`config.mk`:
```
export PLATFORM = sky130hd
export DESIGN_NAME = motor_brake_sequencer
export DESIGN_NICKNAME = d
export VERILOG_FILES = /design/src/inc/brake_pkg.sv /design/src/rtl/motor_brake_sequencer.sv /design/src/rtl/ms_timer.sv
export VERILOG_INCLUDE_DIRS = /design/src /design/src/inc
export SDC_FILE = /design/constraint.sdc
export NUM_CORES = 1
export LEC_CHECK = 0
export ABC_AREA = 1
export CAP_MARGIN = 20
export CORE_ASPECT_RATIO = 1.25
export CORE_MARGIN = 2
export CORE_UTILIZATION = 40
export CTS_CLUSTER_DIAMETER = 80
export DETAILED_ROUTE_END_ITERATION = 8
export DONT_BUFFER_PORTS = 1
export SYNTH_ARGS = -nofsm -noshare
export SYNTH_HDL_FRONTEND = slang
export SYNTH_SLANG_ARGS = --single-unit
```
`constraint.sdc`:
```
create_clock -name core_clk -period 5.9 [get_ports core_clk]
set_input_delay 1.18 -clock core_clk [delete_from_list [all_inputs] [get_ports core_clk]]
set_output_delay 1.18 -clock core_clk [all_outputs]
set_load 0.005 [all_outputs]
```
`src/inc/brake_consts.svh`:
```
`ifndef BRAKE_CONSTS_SVH
`define BRAKE_CONSTS_SVH

// ----------------------------------------------------------------------------
// Clock and time base
// ----------------------------------------------------------------------------
`define CLK_HZ            20000000
`define TICK_MS           1
`define TICK_CYCLES       ((`CLK_HZ / 1000) * `TICK_MS)
`define TIMER_W           20

// ----------------------------------------------------------------------------
// Register offsets (byte addresses)
// ----------------------------------------------------------------------------
`define ADDR_W            8
`define OFS_CTRL          8'h00
`define OFS_OPEN_DLY      8'h04
`define OFS_CLOSE_DLY     8'h08
`define OFS_EXCITE        8'h0C
`define OFS_THRESH        8'h10
`define OFS_MONITOR       8'h14
`define OFS_PULSE         8'h18
`define OFS_START_FREQ    8'h1C
`define OFS_STATUS        8'h20
`define NUM_CFG           8
`define IDX_STATUS        8

// ----------------------------------------------------------------------------
// Control register fields
// ----------------------------------------------------------------------------
`define CTRL_MODE_LSB     0
`define CTRL_FOPEN_LSB    2
`define CTRL_FCLOSE_LSB   4
`define CTRL_FREQ_SRC_BIT 6
`define CTRL_TRQ_SRC_BIT  7

// ----------------------------------------------------------------------------
// Reset values (times in ms, speed in rpm, frequency in percent)
// ----------------------------------------------------------------------------
`define RST_CTRL          32'h0000_0000
`define RST_OPEN_DLY      32'h0000_0064
`define RST_CLOSE_DLY     32'h0000_0064
`define RST_EXCITE        32'h0000_0000
`define RST_THRESH        32'h0000_0014
`define RST_MONITOR       32'h0004_93E0
`define RST_PULSE         32'h0000_000A
`define RST_START_FREQ    32'h0000_0000

// ----------------------------------------------------------------------------
// Writable bit masks
// ----------------------------------------------------------------------------
`define MASK_CTRL         32'h0000_00FF
`define MASK_TIME         32'h000F_FFFF
`define MASK_16           32'h0000_FFFF

// ----------------------------------------------------------------------------
// Status word layout
// ----------------------------------------------------------------------------
`define STAT_MOTOR_ON_BIT 0
`define STAT_RAMP_EN_BIT  1
`define STAT_BRAKE_BIT    12

`define RESP_OKAY         2'h0
`define RESP_DECERR       2'h3

`endif

```
`src/inc/brake_pkg.sv`:
```
package brake_pkg;

  typedef enum logic [5:0] {
    ST_IDLE    = 6'h01,
    ST_EXCITE  = 6'h02,
    ST_OPENING = 6'h04,
    ST_RUN     = 6'h08,
    ST_STOP    = 6'h10,
    ST_CLOSING = 6'h20
  } seq_state_t;

  typedef enum logic [1:0] {
    MODE_LOCKED = 2'h0,
    MODE_SEQ    = 2'h1,
    MODE_OPEN   = 2'h2,
    MODE_LINKED = 2'h3
  } brake_mode_t;

  typedef enum logic [1:0] {
    SRC_ZERO = 2'h0,
    SRC_ONE  = 2'h1,
    SRC_PIN  = 2'h2,
    SRC_NPIN = 2'h3
  } bin_src_t;

endpackage

```
`src/rtl/motor_brake_sequencer.sv`:
```
// Chosen here: the register addresses and the AXI4-Lite interface to the registers.
`timescale 1ns/100ps
`include "brake_consts.svh"

// Contract
// RL1 - Mode 0 keeps brake locked, 1 sequence, 2 always open, 3 interconnect.
// RL2 - Brake opening delay configurable, default 0.1 s.
// RL3 - Brake closing delay configurable, default 0.1 s.
// RL4 - Status word bit 12 shows brake open, readable over the bus.
// RL5 - Excitation build-up time configurable, default 0, magnetizes motor after switch-on.
// RL6 - Selectable binary source forces brake open; default constant 0.
// RL7 - Selectable binary source forces brake closed; default constant 0.
// RL8 - During ramp stops, speed below threshold (20 rpm) starts standstill timers.
// RL9 - Standstill monitoring time configurable, default 300 s.
// RL10 - Pulse suppression delay configurable, default 0.01 s.
// RL11 - Starting frequency applied when starting with brake; above 0 enables slip compensation.
// RL12 - Starting frequency source selectable, default own starting frequency setting.
// RL13 - Starting torque source selectable, default constant 0.
// RL14 - On: excite motor, open brake after excitation, hold until opening delay, run.
// RL15 - Ramp stop closes brake when first of monitoring or pulse delay expires.
// RL16 - After close command keep motor on for closing delay, then switch off.
// RL17 - Coast stop closes brake immediately regardless of speed; the code keeps it open in mode 2 and while force open is active.
// RL18 - Simultaneous force open and force close: close wins.

module motor_brake_sequencer import brake_pkg::*; #(
  parameter int TICK_CYCLES = `TICK_CYCLES
) (
  // Clock and reset
  input  wire logic         core_clk,
  input  wire logic         rst_b,
  // AXI4-Lite slave
  input  wire logic [7:0]   s_axi_awaddr,
  input  wire logic         s_axi_awvalid,
  output logic              s_axi_awready,
  input  wire logic [31:0]  s_axi_wdata,
  input  wire logic [3:0]   s_axi_wstrb,
  input  wire logic         s_axi_wvalid,
  output logic              s_axi_wready,
  output logic [1:0]        s_axi_bresp,
  output logic              s_axi_bvalid,
  input  wire logic         s_axi_bready,
  input  wire logic [7:0]   s_axi_araddr,
  input  wire logic         s_axi_arvalid,
  output logic              s_axi_arready,
  output logic [31:0]       s_axi_rdata,
  output logic [1:0]        s_axi_rresp,
  output logic              s_axi_rvalid,
  input  wire logic         s_axi_rready,
  // Drive commands
  input  wire logic         on_cmd,
  input  wire logic         ramp_stop_normal,
  input  wire logic         ramp_stop_fast,
  input  wire logic         coast_stop,
  // Speed feedback, rpm magnitude
  input  wire logic [15:0]  speed_setpoint,
  input  wire logic [15:0]  speed_actual,
  // Interconnect inputs
  input  wire logic         force_open_in,
  input  wire logic         force_close_in,
  input  wire logic         interconnect_brake_in,
  input  wire logic [15:0]  start_freq_in,
  input  wire logic [15:0]  start_torque_in,
  // Drive and brake outputs
  output logic              brake_open_cmd,
  output logic              motor_on,
  output logic              ramp_enable,
  output logic              slip_comp_en,
  output logic [15:0]       start_freq_out,
  output logic [15:0]       start_torque_out,
  output logic [15:0]       status_word
);

  // --------------------------------------------------------------------------
  // Register file
  // --------------------------------------------------------------------------
  localparam logic [31:0] RST_VAL [`NUM_CFG] = '{`RST_CTRL, `RST_OPEN_DLY,
    `RST_CLOSE_DLY, `RST_EXCITE, `RST_THRESH, `RST_MONITOR, `RST_PULSE, `RST_START_FREQ};
  localparam logic [31:0] WR_MASK [`NUM_CFG] = '{`MASK_CTRL, `MASK_TIME,
    `MASK_TIME, `MASK_TIME, `MASK_16, `MASK_TIME, `MASK_TIME, `MASK_16};

  logic [31:0] cfg_reg  [`NUM_CFG];
  logic [31:0] cfg_next [`NUM_CFG];
  logic        wr_fire;
  logic [3:0]  wr_idx;

  logic        awready_reg, awready_next, wready_reg, wready_next;
  logic        aw_full_reg, aw_full_next, w_full_reg, w_full_next;
  logic        bvalid_reg, bvalid_next, arready_reg, arready_next, rvalid_reg, rvalid_next;
  logic [1:0]  bresp_reg, bresp_next, rresp_reg, rresp_next;
  logic [7:0]  awaddr_reg, awaddr_next;
  logic [31:0] wdata_reg, wdata_next, rdata_reg, rdata_next;
  logic [3:0]  wstrb_reg, wstrb_next;
  logic [3:0]  rd_idx;
  logic [15:0] status_word_reg, status_word_next;
  seq_state_t  state_reg, state_next;

  assign wr_idx = awaddr_reg[5:2];
  assign rd_idx = s_axi_araddr[5:2];

  // Address and data are held separately so the master may offer them in either order.
  always_comb begin
    awready_next = awready_reg;
    wready_next  = wready_reg;
    aw_full_next = aw_full_reg;
    w_full_next  = w_full_reg;
    awaddr_next  = awaddr_reg;
    wdata_next   = wdata_reg;
    wstrb_next   = wstrb_reg;
    bvalid_next  = bvalid_reg;
    bresp_next   = bresp_reg;
    arready_next = arready_reg;
    rvalid_next  = rvalid_reg;
    rresp_next   = rresp_reg;
    rdata_next   = rdata_reg;
    wr_fire      = 1'b0;
    if (s_axi_awvalid && awready_reg) begin
      awaddr_next  = s_axi_awaddr;
      aw_full_next = 1'b1;
      awready_next = 1'b0;
    end
    if (s_axi_wvalid && wready_reg) begin
      wdata_next  = s_axi_wdata;
      wstrb_next  = s_axi_wstrb;
      w_full_next = 1'b1;
      wready_next = 1'b0;
    end
    if (aw_full_reg && w_full_reg && !bvalid_reg) begin
      bvalid_next = 1'b1;
      if ((awaddr_reg[1:0] == 2'h0) && (awaddr_reg[7:2] < 6'(`NUM_CFG))) begin
        wr_fire    = 1'b1;
        bresp_next = `RESP_OKAY;
      end else begin
        bresp_next = `RESP_DECERR;
      end
    end
    if (bvalid_reg && s_axi_bready) begin
      bvalid_next  = 1'b0;
      aw_full_next = 1'b0;
      w_full_next  = 1'b0;
      awready_next = 1'b1;
      wready_next  = 1'b1;
    end
    if (s_axi_arvalid && arready_reg) begin
      arready_next = 1'b0;
      rvalid_next  = 1'b1;
      rresp_next   = `RESP_OKAY;
      rdata_next   = 32'h0000_0000;
      if (s_axi_araddr[1:0] != 2'h0 || s_axi_araddr[7:2] > 6'(`IDX_STATUS)) begin
        rresp_next = `RESP_DECERR;
      end else if (rd_idx == 4'(`IDX_STATUS)) begin
        rdata_next = {10'h000, state_reg, status_word_reg};  // [RL4]
      end else begin
        rdata_next = cfg_reg[rd_idx[2:0]];
      end
    end
    if (rvalid_reg && s_axi_rready) begin
      rvalid_next  = 1'b0;
      arready_next = 1'b1;
    end
  end

  always_ff @(posedge core_clk) begin
    if (!rst_b) begin
      awready_reg <= 1'b1;
      wready_reg  <= 1'b1;
      aw_full_reg <= 1'b0;
      w_full_reg  <= 1'b0;
      awaddr_reg  <= 8'h00;
      wdata_reg   <= 32'h0000_0000;
      wstrb_reg   <= 4'h0;
      bvalid_reg  <= 1'b0;
      bresp_reg   <= 2'h0;
      arready_reg <= 1'b1;
      rvalid_reg  <= 1'b0;
      rresp_reg   <= 2'h0;
      rdata_reg   <= 32'h0000_0000;
    end else begin
      awready_reg <= awready_next;
      wready_reg  <= wready_next;
      aw_full_reg <= aw_full_next;
      w_full_reg  <= w_full_next;
      awaddr_reg  <= awaddr_next;
      wdata_reg   <= wdata_next;
      wstrb_reg   <= wstrb_next;
      bvalid_reg  <= bvalid_next;
      bresp_reg   <= bresp_next;
      arready_reg <= arready_next;
      rvalid_reg  <= rvalid_next;
      rresp_reg   <= rresp_next;
      rdata_reg   <= rdata_next;
    end
  end

  // Byte enables merge into each configuration word; bits outside the mask read zero.
  for (genvar i = 0; i < `NUM_CFG; i++) begin : g_cfg
    always_comb begin
      cfg_next[i] = cfg_reg[i];
      if (wr_fire && (wr_idx == 4'(i))) begin
        for (int b = 0; b < 4; b++) begin
          if (wstrb_reg[b]) begin
            cfg_next[i][8*b +: 8] = wdata_reg[8*b +: 8];
          end
        end
        cfg_next[i] = cfg_next[i] & WR_MASK[i];
      end
    end

    always_ff @(posedge core_clk) begin
      if (!rst_b) begin
        cfg_reg[i] <= RST_VAL[i];
      end else begin
        cfg_reg[i] <= cfg_next[i];
      end
    end
  end

  // --------------------------------------------------------------------------
  // Configuration fields
  // --------------------------------------------------------------------------
  brake_mode_t              mode;
  bin_src_t                 fopen_src, fclose_src;
  logic [`TIMER_W-1:0]      open_dly, close_dly, excite_time, monitor_time, pulse_time;
  logic [15:0]              thresh, own_start_freq;

  assign mode           = brake_mode_t'(cfg_reg[0][`CTRL_MODE_LSB +: 2]);        // [RL1]
  assign fopen_src      = bin_src_t'(cfg_reg[0][`CTRL_FOPEN_LSB +: 2]);
  assign fclose_src     = bin_src_t'(cfg_reg[0][`CTRL_FCLOSE_LSB +: 2]);
  assign open_dly       = cfg_reg[1][`TIMER_W-1:0];                              // [RL2]
  assign close_dly      = cfg_reg[2][`TIMER_W-1:0];                              // [RL3]
  assign excite_time    = cfg_reg[3][`TIMER_W-1:0];                              // [RL5]
  assign thresh         = cfg_reg[4][15:0];
  assign monitor_time   = cfg_reg[5][`TIMER_W-1:0];                              // [RL9]
  assign pulse_time     = cfg_reg[6][`TIMER_W-1:0];                              // [RL10]
  assign own_start_freq = cfg_reg[7][15:0];

  // --------------------------------------------------------------------------
  // Millisecond tick
  // --------------------------------------------------------------------------
  logic [31:0] div_reg, div_next;
  logic        tick;

  assign tick = (div_reg == 32'(TICK_CYCLES - 1));

  always_comb begin
    div_next = tick ? 32'h0000_0000 : div_reg + 32'h0000_0001;
  end

  always_ff @(posedge core_clk) begin
    if (!rst_b) begin
      div_reg <= 32'h0000_0000;
    end else begin
      div_reg <= div_next;
    end
  end

  // --------------------------------------------------------------------------
  // Sequence control
  // --------------------------------------------------------------------------
  logic                seq_start, seq_done, mon_start, mon_armed, mon_done;
  logic                pls_start, pls_armed, pls_done, stopping, ramp_req;
  logic [`TIMER_W-1:0] seq_load;

  assign stopping = (state_reg == ST_STOP);
  assign ramp_req = ramp_stop_normal || ramp_stop_fast || !on_cmd;
  assign mon_start = stopping && (speed_setpoint < thresh) && !mon_armed;  // [RL8]
  assign pls_start = stopping && (speed_actual < thresh) && !pls_armed;    // [RL8]

  always_comb begin
    state_next = state_reg;
    seq_start  = 1'b0;
    seq_load   = excite_time;
    case (state_reg)
      ST_IDLE: begin
        if (on_cmd && !coast_stop && !ramp_stop_normal && !ramp_stop_fast) begin
          state_next = ST_EXCITE;                                         // [RL14]
          seq_start  = 1'b1;
          seq_load   = excite_time;                                       // [RL5]
        end
      end
      ST_EXCITE: begin
        if (ramp_req) begin
          state_next = ST_IDLE;
        end else if (seq_done) begin
          state_next = ST_OPENING;                                        // [RL14]
          seq_start  = 1'b1;
          seq_load   = open_dly;                                          // [RL2]
        end
      end
      ST_OPENING: begin
        if (ramp_req) begin
          state_next = ST_STOP;
        end else if (seq_done) begin
          state_next = ST_RUN;                                            // [RL14]
        end
      end
      ST_RUN: begin
        if (ramp_req) begin
          state_next = ST_STOP;
        end
      end
      ST_STOP: begin
        if (mon_done || pls_done) begin
          state_next = ST_CLOSING;                                        // [RL15]
          seq_start  = 1'b1;
          seq_load   = close_dly;                                         // [RL3]
        end
      end
      ST_CLOSING: begin
        if (seq_done) begin
          state_next = ST_IDLE;                                           // [RL16]
        end
      end
      default: begin
        state_next = ST_IDLE;
      end
    endcase
    if (coast_stop) begin
      state_next = ST_IDLE;                                               // [RL17]
      seq_start  = 1'b0;
    end
  end

  always_ff @(posedge core_clk) begin
    if (!rst_b) begin
      state_reg <= ST_IDLE;
    end else begin
      state_reg <= state_next;
    end
  end

  ms_timer #(.W(`TIMER_W)) u_seq_timer (
    .core_clk (core_clk),
    .rst_b    (rst_b),
    .start    (seq_start),
    .hold     (1'b1),
    .tick     (tick),
    .load_val (seq_load),
    .armed    (),
    .done     (seq_done)
  );

  ms_timer #(.W(`TIMER_W)) u_monitor_timer (
    .core_clk (core_clk),
    .rst_b    (rst_b),
    .start    (mon_start),
    .hold     (stopping),
    .tick     (tick),
    .load_val (monitor_time),
    .armed    (mon_armed),
    .done     (mon_done)
  );

  ms_timer #(.W(`TIMER_W)) u_pulse_timer (
    .core_clk (core_clk),
    .rst_b    (rst_b),
    .start    (pls_start),
    .hold     (stopping),
    .tick     (tick),
    .load_val (pulse_time),
    .armed    (pls_armed),
    .done     (pls_done)
  );

  // --------------------------------------------------------------------------
  // Brake command and drive outputs
  // --------------------------------------------------------------------------
  function automatic logic pick_src(input bin_src_t src, input logic pin);
    case (src)
      SRC_ZERO: pick_src = 1'b0;
      SRC_ONE:  pick_src = 1'b1;
      SRC_PIN:  pick_src = pin;
      SRC_NPIN: pick_src = !pin;
      default:  pick_src = 1'b0;
    endcase
  endfunction

  logic        seq_open, brake_next, motor_next, ramp_next, slip_next, starting;
  logic [15:0] freq_sel, freq_next, torque_next;
  logic        brake_reg, motor_reg, ramp_reg, slip_reg;
  logic [15:0] freq_reg, torque_reg;

  assign seq_open = (state_next == ST_OPENING) || (state_next == ST_RUN) ||
                    (state_next == ST_STOP);
  assign starting = (state_next == ST_EXCITE) || (state_next == ST_OPENING);

  // Outputs follow state_next so they change on the same edge as the state.
  always_comb begin
    case (mode)
      MODE_LOCKED: brake_next = 1'b0;                                     // [RL1]
      MODE_SEQ:    brake_next = seq_open;                                 // [RL1]
      MODE_OPEN:   brake_next = 1'b1;                                     // [RL1]
      MODE_LINKED: brake_next = interconnect_brake_in && !coast_stop;     // [RL1]
      default:     brake_next = 1'b0;
    endcase
    if (pick_src(fopen_src, force_open_in)) begin
      brake_next = 1'b1;                                                  // [RL6]
    end
    if (pick_src(fclose_src, force_close_in)) begin
      brake_next = 1'b0;                                                  // [RL7] [RL18]
    end
    motor_next  = (state_next != ST_IDLE);
    ramp_next   = (state_next == ST_RUN);
    freq_sel    = cfg_reg[0][`CTRL_FREQ_SRC_BIT] ? start_freq_in : own_start_freq;  // [RL12]
    freq_next   = starting ? freq_sel : 16'h0000;                         // [RL11]
    slip_next   = (freq_sel != 16'h0000);                                 // [RL11]
    torque_next = (starting && cfg_reg[0][`CTRL_TRQ_SRC_BIT]) ? start_torque_in
                                                              : 16'h0000; // [RL13]
    status_word_next = 16'h0000;
    status_word_next[`STAT_BRAKE_BIT]    = brake_next;                    // [RL4]
    status_word_next[`STAT_MOTOR_ON_BIT] = motor_next;
    status_word_next[`STAT_RAMP_EN_BIT]  = ramp_next;
  end

  always_ff @(posedge core_clk) begin
    if (!rst_b) begin
      brake_reg       <= 1'b0;
      motor_reg       <= 1'b0;
      ramp_reg        <= 1'b0;
      slip_reg        <= 1'b0;
      freq_reg        <= 16'h0000;
      torque_reg      <= 16'h0000;
      status_word_reg <= 16'h0000;
    end else begin
      brake_reg       <= brake_next;
      motor_reg       <= motor_next;
      ramp_reg        <= ramp_next;
      slip_reg        <= slip_next;
      freq_reg        <= freq_next;
      torque_reg      <= torque_next;
      status_word_reg <= status_word_next;
    end
  end

  assign brake_open_cmd   = brake_reg;
  assign motor_on         = motor_reg;
  assign ramp_enable      = ramp_reg;
  assign slip_comp_en     = slip_reg;
  assign start_freq_out   = freq_reg;
  assign start_torque_out = torque_reg;
  assign status_word      = status_word_reg;
  assign s_axi_awready    = awready_reg;
  assign s_axi_wready     = wready_reg;
  assign s_axi_bvalid     = bvalid_reg;
  assign s_axi_bresp      = bresp_reg;
  assign s_axi_arready    = arready_reg;
  assign s_axi_rvalid     = rvalid_reg;
  assign s_axi_rresp      = rresp_reg;
  assign s_axi_rdata      = rdata_reg;

endmodule

```
`src/rtl/ms_timer.sv`:
```
`timescale 1ns/100ps
`include "brake_consts.svh"

module ms_timer import brake_pkg::*; #(
  parameter int W = `TIMER_W
) (
  // Clock and reset
  input  wire logic         core_clk,
  input  wire logic         rst_b,
  // Control
  input  wire logic         start,
  input  wire logic         hold,
  input  wire logic         tick,
  input  wire logic [W-1:0] load_val,
  // Status
  output logic              armed,
  output logic              done
);

  logic [W-1:0] count_reg;
  logic [W-1:0] count_next;
  logic         armed_reg;
  logic         armed_next;

  // Dropping hold aborts a running interval so a restart always begins fresh.
  always_comb begin
    count_next = count_reg;
    armed_next = armed_reg;
    if (!hold) begin
      armed_next = 1'b0;
    end else if (start) begin
      count_next = load_val;
      armed_next = 1'b1;
    end else if (armed_reg && tick && (count_reg != '0)) begin
      count_next = count_reg - 1'b1;
    end
  end

  always_ff @(posedge core_clk) begin
    if (!rst_b) begin
      count_reg <= '0;
      armed_reg <= 1'b0;
    end else begin
      count_reg <= count_next;
      armed_reg <= armed_next;
    end
  end

  assign armed = armed_reg;
  assign done  = armed_reg && (count_reg == '0);

endmodule

```
### Yosys cells after proc, flatten, opt, wreduce, memory -nomap -nowiden

Memory sizes are Yosys's and may differ from the RTL's.
Index checks and enable logic that the tools add are counted.

| cells by class | value |
|---|---|
| add/sub/neg operators | 4 |
| $mul | 0 |
| div/mod/pow operators | 0 |
| magnitude comparators | 4 |
| equal/unequal tests | 29 |
| shift-type cells | 0 |
| muxes and demuxes | 76 |
| bitwise gates (word level) | 9 |
| reduce and logical (&&, ||, !) cells | 74 |

Operators by type and width:

| operator | number |
|---|---|
| 2-to-1 mux 32 bit | 18 |
| 2-to-1 mux 20 bit | 9 |
| 2-to-1 mux 8 bit | 15 |
| zero test 20 bit | 3 |
| nonzero test 20 bit | 3 |
| subtractor 20 x 1 -> 20 bit, second input constant | 3 |
| 2-to-1 mux 6 bit | 9 |
| case mux 20 bit (2 select lines) | 1 |
| case mux 6 bit (6 select lines) | 1 |
| logical AND 1 bit | 34 |
| adder 32 x 1 -> 32 bit, second input constant | 1 |
| equality test 32 x 15 -> 1 bit, second input constant | 1 |
| less-than comparator 16 bit | 2 |
| 2-to-1 mux 4 bit | 5 |
| equality test 4 x 3 -> 1 bit, second input constant | 4 |
| 2-to-1 mux 16 bit | 1 |
| nonzero test 16 bit | 1 |
| equality test 2 bit, second input constant | 6 |
| equality test 6 x 2 -> 1 bit, second input constant | 2 |
| equality test 6 x 3 -> 1 bit, second input constant | 2 |
| equality test 6 x 4 -> 1 bit, second input constant | 2 |
| equality test 6 x 5 -> 1 bit, second input constant | 2 |
| case mux 1 bit (4 select lines) | 3 |
| 2-to-1 mux 1 bit | 11 |
| other kinds (20) | 57 |

| word-level totals | value |
|---|---|
| register bits after elaboration | 227 |
| latch bits | 0 |
| bits in writable memories | 256 |
| memory bits (read-only) | 0 |
| input bits | 130 |
| word-level logic and storage cells | 226 |
| memories kept | 1 |

Memories:

| name | words | bits a word | rd ports | clocked after Yosys merged registers in | write ports | line | text |
|---|---|---|---|---|---|---|---|
| cfg_reg | 8 | 32 | 9 | 0 | 8 | motor_brake_sequencer.sv:81 | `` logic [31:0] cfg_reg [`NUM_CFG]; `` |

### Depth between registers and ports, before layout

Gate-level depths: netlist (run 1).

| logic depth | value |
|---|---|
| word-level depth | 13 |
| mapped depth | 17 |

### Cells and area by module

Synthesis (run 1) repeated with hierarchy kept, for this count alone.

| second synthesis, totals | value |
|---|---|
| cells, all modules | 2728 |
| area total of the unflattened synthesis | 18550.3 µm² |

Modules (own cells, without submodules):

| module | instances | cells an instance | area an instance (µm²) | seq. area each (µm²) |
|---|---|---|---|---|
| motor_brake_sequencer | 1 | 1954 | 13640.6 | 5525.3 |
| ms_timer | 3 | 258 | 1636.6 | 420.4 |

### Least setup slack after synthesis (run 1)

No wires, ideal clock.

| timing | value |
|---|---|
| path kind | input-to-reg |
| start | in speed_setpoint[15] |
| end | reg u_monitor_timer.count_reg[10] |
| library setup time | 0.064 ns |
| data arrival time | 2.773 ns |
| data required time | 5.836 ns |
| slack | 3.063 ns |
| cell stages on the path | 12 |
| path buffers | 2 |
| cells stage by stage | ha_1 > nand2_1 > or2_2 > nand2_1 > a21oi_1 > nand4_1 > buf_2 > clkbuf_1 > o21ai_0 > nand2_1 > nor2_1 > nor2_1 |

| on the way | value |
|---|---|
| cells in the longest elaborated chain, start to end | 5 |

RTL lines:

| what | line | text |
|---|---|---|
| from (decl) | motor_brake_sequencer.sv:55 | `input wire logic [15:0] speed_setpoint,` |
| less-than comparator 16 bit (*) | motor_brake_sequencer.sv:265 | `assign mon_start = stopping && (speed_setpoint < thresh) && !mon_armed;` |
| logical AND 1 bit (*) (2 in a row) | motor_brake_sequencer.sv:265 |  |
| nonzero test 2 bit (no source line) | n/a |  |
| AND reduction 2 bit (no source line) | n/a |  |
| to (signal assigned) | ms_timer.sv:44 | `count_reg <= count_next;` |
| to (decl) | ms_timer.sv:20 | `logic [W-1:0] count_reg;` |

Mark *: on every way between the ends. The rest lies on a longest branch, timed or not.
A chain may end at the register's enable or synchronous reset.

### Worst setup path in the final report (run 1)

| timing | value |
|---|---|
| start | reg div_reg[0] |
| end | reg u_pulse_timer.count_reg[6] |

| on the way | value |
|---|---|
| cells in the longest elaborated chain, start to end | 5 |

RTL lines:

| what | line | text |
|---|---|---|
| from (decl) | motor_brake_sequencer.sv:239 | `logic [31:0] div_reg, div_next;` |
| from (signal assigned) | motor_brake_sequencer.sv:252 | `div_reg <= div_next;` |
| equality test 32 x 15 -> 1 bit | motor_brake_sequencer.sv:242 | `assign tick = (div_reg == 32'(TICK_CYCLES - 1));` |
| logical AND 1 bit (2 in a row) | ms_timer.sv:34 | `end else if (armed_reg && tick && (count_reg != '0)) begin` |
| nonzero test 2 bit (no source line) | n/a |  |
| AND reduction 2 bit (no source line) | n/a |  |
| to (signal assigned) | ms_timer.sv:44 |  |
| to (decl) | ms_timer.sv:20 |  |

No other way between the ends.

==> impl_metrics.py, run 1 <==
metrics = {
    "outcome": {
        "outcome": "finished clean",
    },
    "synthesis": {
        "yosysTopAreaCellShare_pct": 38.0,
        "synth_top_cell_by_area": "dfxtp_1",
        "syn_avg_cell_area_um2": 6.70,
        "yosysWarnings": 0,
        "synth_area_mm2": 0.0179,
        "synthTopCellsByArea": "dfxtp_1 (38%), nand2_1 (10%), inv_1 (7.4%)",
        "synth_flop_cell": "dfxtp_1",
        "syn_inst": 2663,
        "ys_seq_area_share_pct": 38.0,
        "async_flop_share_pct": 0,
        "synthDistinctLibCells": 49,
        "ys_ff_latch": 339,
        "synth_edf_count": 0,
    },
    "setup_path": {
        "path_max_fanout": 20,
        "cp.required_ps": 6360,
        "r2r_setup_slack_ps": 2460,
        "crit_path_end_kind": "flip-flop",
        "start_kind": "flip-flop",
        "worstPathArrival_ps": 3900,
        "path_class": "reg2reg",
    },
    "worst_hold_path": {
        "hold_class": "reg2reg",
    },
    "layout": {
        "fillCellCount": 4635,
        "drive_gt1_share_pct": 4.31,
        "largest_register_ffs": 140,
        "final_common_cell": "nand2_1",
        "seq_area_mm2": 0.00679,
        "multi_input_area_mm2": 0.00908,
        "num-nets-final": 2760,
        "syn_to_final_growth_pct": 8.35,
        "final_cell_mix": "nand2_1 (475), inv_1 (352), nor2_1 (352)",
    },
    "timing": {
        "fmaxAchievable_ghz": 0.291,
        "setup_tns_ps": 0,
        "clock_skew_ps": 26.9,
        "rsz0062_at_grt": "false",
        "finalSetupViolCount": 0,
        "drv_slew": 0,
        "slew_headroom_pct": 29.8,
        "period_needed_ps": 3440,
        "worst_pin_slew_ps": 1050,
        "hold_viol_final": 0,
        "fin_crit_sh_pct": 58.3,
    },
    "place": {
        "portBuffers": 0,
        "place_hpwl_mm": 41.7,
        "gp_congestion": 0.909,
    },
    "clock_tree": {
        "post_cts_buffers": 0,
        "clkLatencyLatePin_ps": 570,
        "htree_levels": 2,
        "clock_path_buffers": 3,
        "path_clk_slew_ps": 60,
        "cts_buffers": 39,
        "clock-sinks": 339,
        "cts_tree": "yes",
        "cts_resized": 0,
        "ctsHoldBuffers": 0,
        "root_buffer": "clkbuf_16",
    },
    "route": {
        "drc": 0,
        "routed_wl_mm": 57.4,
        "first_pass_iters": 5,
        "drt_iter0_drc": 1418,
        "detail-route-antenna-nets": 0,
        "vias": 17063,
        "viasPerCell": 5.34,
        "routedWlPerCell_um": 17.9,
    },
    "floorplan": {
        "io_pins": 223,
        "die_width_um": 193,
        "dieArea_mm2": 0.0463,
        "die_h_um": 240,
        "core_mm2": 0.0441,
        "rows": 86,
        "initial_core_util_pct": 40.5,
    },
    "grt": {
        "grt_pass1_vias": 15997,
        "overflow": 0,
        "grt_usage_pct": 24.5,
        "grt_pass1_wl_mm": 87.8,
        "grt_max_degree": 184,
        "antenna_found_initial": 3,
    },
    "pwr": {
        "ir_drop_uv": 209,
        "powerDensity_mw_per_mm2": 267,
        "p_leak_uw": 0.00849,
        "totalPowerFinal_uw": 5170,
    },
    "job": {
        "drv_cap": 0,
    },
}
[cell usage after synthesis (all sizes together) (4+ instances only)]
cell type,count
or2,10
nor3b,6
o311ai,6
o21ai,240
o22ai,4
dfxtp,339
xor2,29
nand3b,7
nand4,40
nor2,358
nor3,47
buf,68
inv,357
nor4,8
o211ai,27
ha,37
nand2,478
clkbuf,76
o21a,5
a31oi,4
nand3,216
a21oi,230
xnor2,5
a211oi,53
[layer usage]
metal / global-route usage, % / vias to the layer above / share of wire, %
met5: 0 / - / 0.023
met4: 12.6 / 2 / 5.3
met3: 5.93 / 132 / 7.8
met2: 39.5 / 573 / 45
met1: 30.3 / 7836 / 42
li1: - / 8520 / -
[area by class of cell]
cell class / instances / area share, %
multi-input cells: 1843 / 46.9
flip-flops and latches: 339 / 35.1
inverters: 359 / 6.97
clock buffers: 55 / 5.67
well taps: 572 / 3.70
clock inverters: 17 / 1.22
repair buffers: 11 / 0.427
diodes: 1 / 0.0129
[worst max-delay path, cell delays in order, from the launching register on]
cell and delay [ps]:
dfxtp_1 340, ha_1 170, nand2_1 80, nor2_2 180, inv_1 80, nor2_1 170
nand3_1 90, nor2_1 480, nand3_1 780, inv_2 590, nand3b_1 130, nand2_1 90
nand2_1 60, inv_1 50, nor2_1 30
[path summary, 6_finish.rpt]
check	to	cells past startpoint	startpoint
max	u_pulse_timer.count_reg[6]	14	div_reg[0]
min	div_reg[0]	1	div_reg[0]
max reg2reg	u_pulse_timer.count_reg[6]	14	div_reg[0]
min reg2reg	div_reg[0]	1	div_reg[0]
[cell families after synthesis]
kind of cell    Yosys count  share of synthesized area (%)
compound gates          577                           17.8
xor+xnor                 34                           1.67
other cells               1                         0.0210
flops                   339                           38.0
simple gates           1172                           28.3
buf+inv                 503                           11.6
fa+ha+maj                37                           2.59
[through the flow]
stage	instances	util (%)	setup slack (ps)	hold WS, ps	cell area (µm²)
finish	3197	43.8	2460	440	19300
global route	3196	43.8	2170	468	19300
CTS	3196	43.8	2450	444	19300
detailed placement	3124	40.8	2450	437	18000
global placement	3124	40.8	2460	423	18000
floorplan	2685	-	3060	413	17900
[where the power goes]
part           internal [µW]  switching [µW]
Clock                   1490            1040
Combinational           81.7             182
Sequential              2320            56.9
Total                   3890            1280
(Power assumes the default switching activity.)
==> run 2: changes to the inputs <==
==> constraint.sdc (replaced) <==
create_clock -name core_clk -period 2.92 [get_ports core_clk]
set_input_delay 0.584 -clock core_clk [delete_from_list [all_inputs] [get_ports core_clk]]
set_output_delay 0.584 -clock core_clk [all_outputs]
set_load 0.005 [all_outputs]
==> run 2 against run 1 <==
  * Sequential power grew 100%
  * Routed wire length is 0.50% higher
  * Sequential cell count unchanged
  * Via count grew 0.83%
==> impl_metrics.py, run 2 (synthesis results as in run 1) <==
metrics = {
    "setup_path": {
        "crit_family": "simple AND/OR/NAND/NOR gates",
        "path_class": "reg2reg",
        "cpMostUsedCell": "nand2_1",
        "crit_path_end_kind": "flip-flop",
        "worstPathArrival_ps": 3110,
        "path_max_fanout": 16,
        "cp_slowest_stage_delay_ps": 440,
        "cp_slowest_cell": "nand2_1",
        "cp.required_ps": 3410,
        "start_kind": "flip-flop",
        "path_buf_inv": 1,
        "crit_chain": "inv_1 -> ha_1 -> nand2_1 -> nor2_1 -> nand4_1 -> nand2_1 -> nand3_1 -> nand2_1 -> nand2_1 -> nand2_1 -> nand2_1 -> nor2_1",
    },
    "layout": {
        "final_cell_mix": "nand2_1 (475), inv_1 (352), nor2_1 (352)",
        "syn_to_final_growth_pct": 8.74,
        "fillCellCount": 4611,
        "final_common_cell": "nand2_1",
        "final_core_util_pct": 44.0,
        "drive_gt1_share_pct": 5.19,
        "largest_register_ffs": 140,
        "num-nets-final": 2783,
    },
    "floorplan": {
        "die_h_um": 240,
        "io_pins": 223,
        "dieArea_mm2": 0.0463,
        "core_mm2": 0.0441,
        "die_width_um": 193,
        "initial_core_util_pct": 40.5,
        "rows": 86,
    },
    "grt": {
        "grt_max_degree": 184,
        "grt_pass1_vias": 16018,
        "grt_usage_pct": 24.6,
        "antenna_found_initial": 3,
        "overflow": 0,
        "grt_pass1_wl_mm": 88.0,
    },
    "timing": {
        "rsz0062_at_grt": "false",
        "worst_pin_slew_ps": 831,
        "period_needed_ps": 2620,
        "drv_slew": 0,
        "fin_crit_sh_pct": 89.7,
        "hold_viol_final": 0,
        "setup_tns_ps": 0,
        "finalSetupViolCount": 0,
        "clock_skew_ps": 29.7,
        "slew_headroom_pct": 43.9,
        "fmaxAchievable_ghz": 0.382,
    },
    "job": {
        "drv_cap": 0,
    },
    "clock_tree": {
        "cts_resized": 0,
        "htree_levels": 2,
        "path_clk_slew_ps": 60,
        "cts_tree": "yes",
        "clkLatencyLatePin_ps": 570,
        "clock-sinks": 339,
        "clock_path_buffers": 3,
        "cts_buffers": 37,
        "ctsHoldBuffers": 0,
        "root_buffer": "clkbuf_16",
        "post_cts_buffers": 0,
    },
    "pwr": {
        "power_frac_seq_pct": 47.9,
        "power.switching_uw": 2510,
        "p_leak_uw": 0.00857,
        "totalPowerFinal_uw": 10000,
        "powerDensity_mw_per_mm2": 516,
        "ir_drop_uv": 489,
        "p_clk_share_pct": 46.6,
        "p_sw_share_pct": 25.1,
        "internal-power_uw": 7510,
        "pwr-share-comb_pct": 5.4,
    },
    "route": {
        "detail-route-antenna-nets": 0,
        "drc": 0,
        "viasPerCell": 5.35,
        "routedWlPerCell_um": 17.9,
        "routed_wl_mm": 57.7,
        "first_pass_iters": 6,
        "drt_iter0_drc": 1351,
        "vias": 17205,
    },
    "outcome": {
        "outcome": "finished clean",
    },
    "worst_hold_path": {
        "hold_class": "in2reg",
    },
    "place": {
        "gp_congestion": 0.902,
        "place_hpwl_mm": 42.4,
        "portBuffers": 0,
    },
}
-- run 2: final cells by class --
cell class                      count  area [µm²]  area share, %
Multi-Input combinational cell   1843        9080           46.8
Sequential cell                   339        6790           35.0
Inverter                          359        1350           6.94
Clock buffer                       45        1010           5.18
Tap cell                          572         716           3.69
Timing Repair Buffer               36         295           1.52
Clock inverter                     19         179          0.922
Antenna cell                        2        5.00         0.0258
-- run 2: final timing paths --
check	cells after the start	end	slack, ps	start
setup / recovery	12	start_freq_out[7]	300	u_seq_timer.count_reg[0]
hold / removal	1	cfg_reg[5][5]	130	rst_b
setup reg to reg	12	start_freq_out[7]	300	u_seq_timer.count_reg[0]
hold reg to reg	1	div_reg[0]	450	div_reg[0]
-- run 2: layer usage --
layer / GRT usage [%] / vias to the layer above / wire length (µm) / part of all wire, %
li1: - / 8581 / - / -
met1: 30.7 / 7926 / 24300 / 42
met2: 41.2 / 570 / 27200 / 47
met3: 4.16 / 126 / 3680 / 6.4
met4: 11.2 / 2 / 2540 / 4.4
met5: 0 / - / 13 / 0.023
-- run 2: metrics by stage --
stage               hold slack [ps]  area [µm²]  std cells  setup WS (ps)
floorplan                       413       17900       2685            679
CTS                             108       19400       3213            331
detailed placement              446       18200       3149            361
global placement                422       18200       3149            386
global route                    116       19400       3213           99.3
finish                          132       19400       3215            301
-- run 2: power groups by stage --
stage / clock, µW / sequential (µW) / combinational (µW)
6_report: 4670 / 4800 / 546
5_1_grt: 4920 / 4800 / 621
4_1_cts: 4760 / 4800 / 544
3_5_place_dp: 0 / 4900 / 542
3_3_place_gp: 0 / 4900 / 532
2_1_floorplan: 0 / 4840 / 478
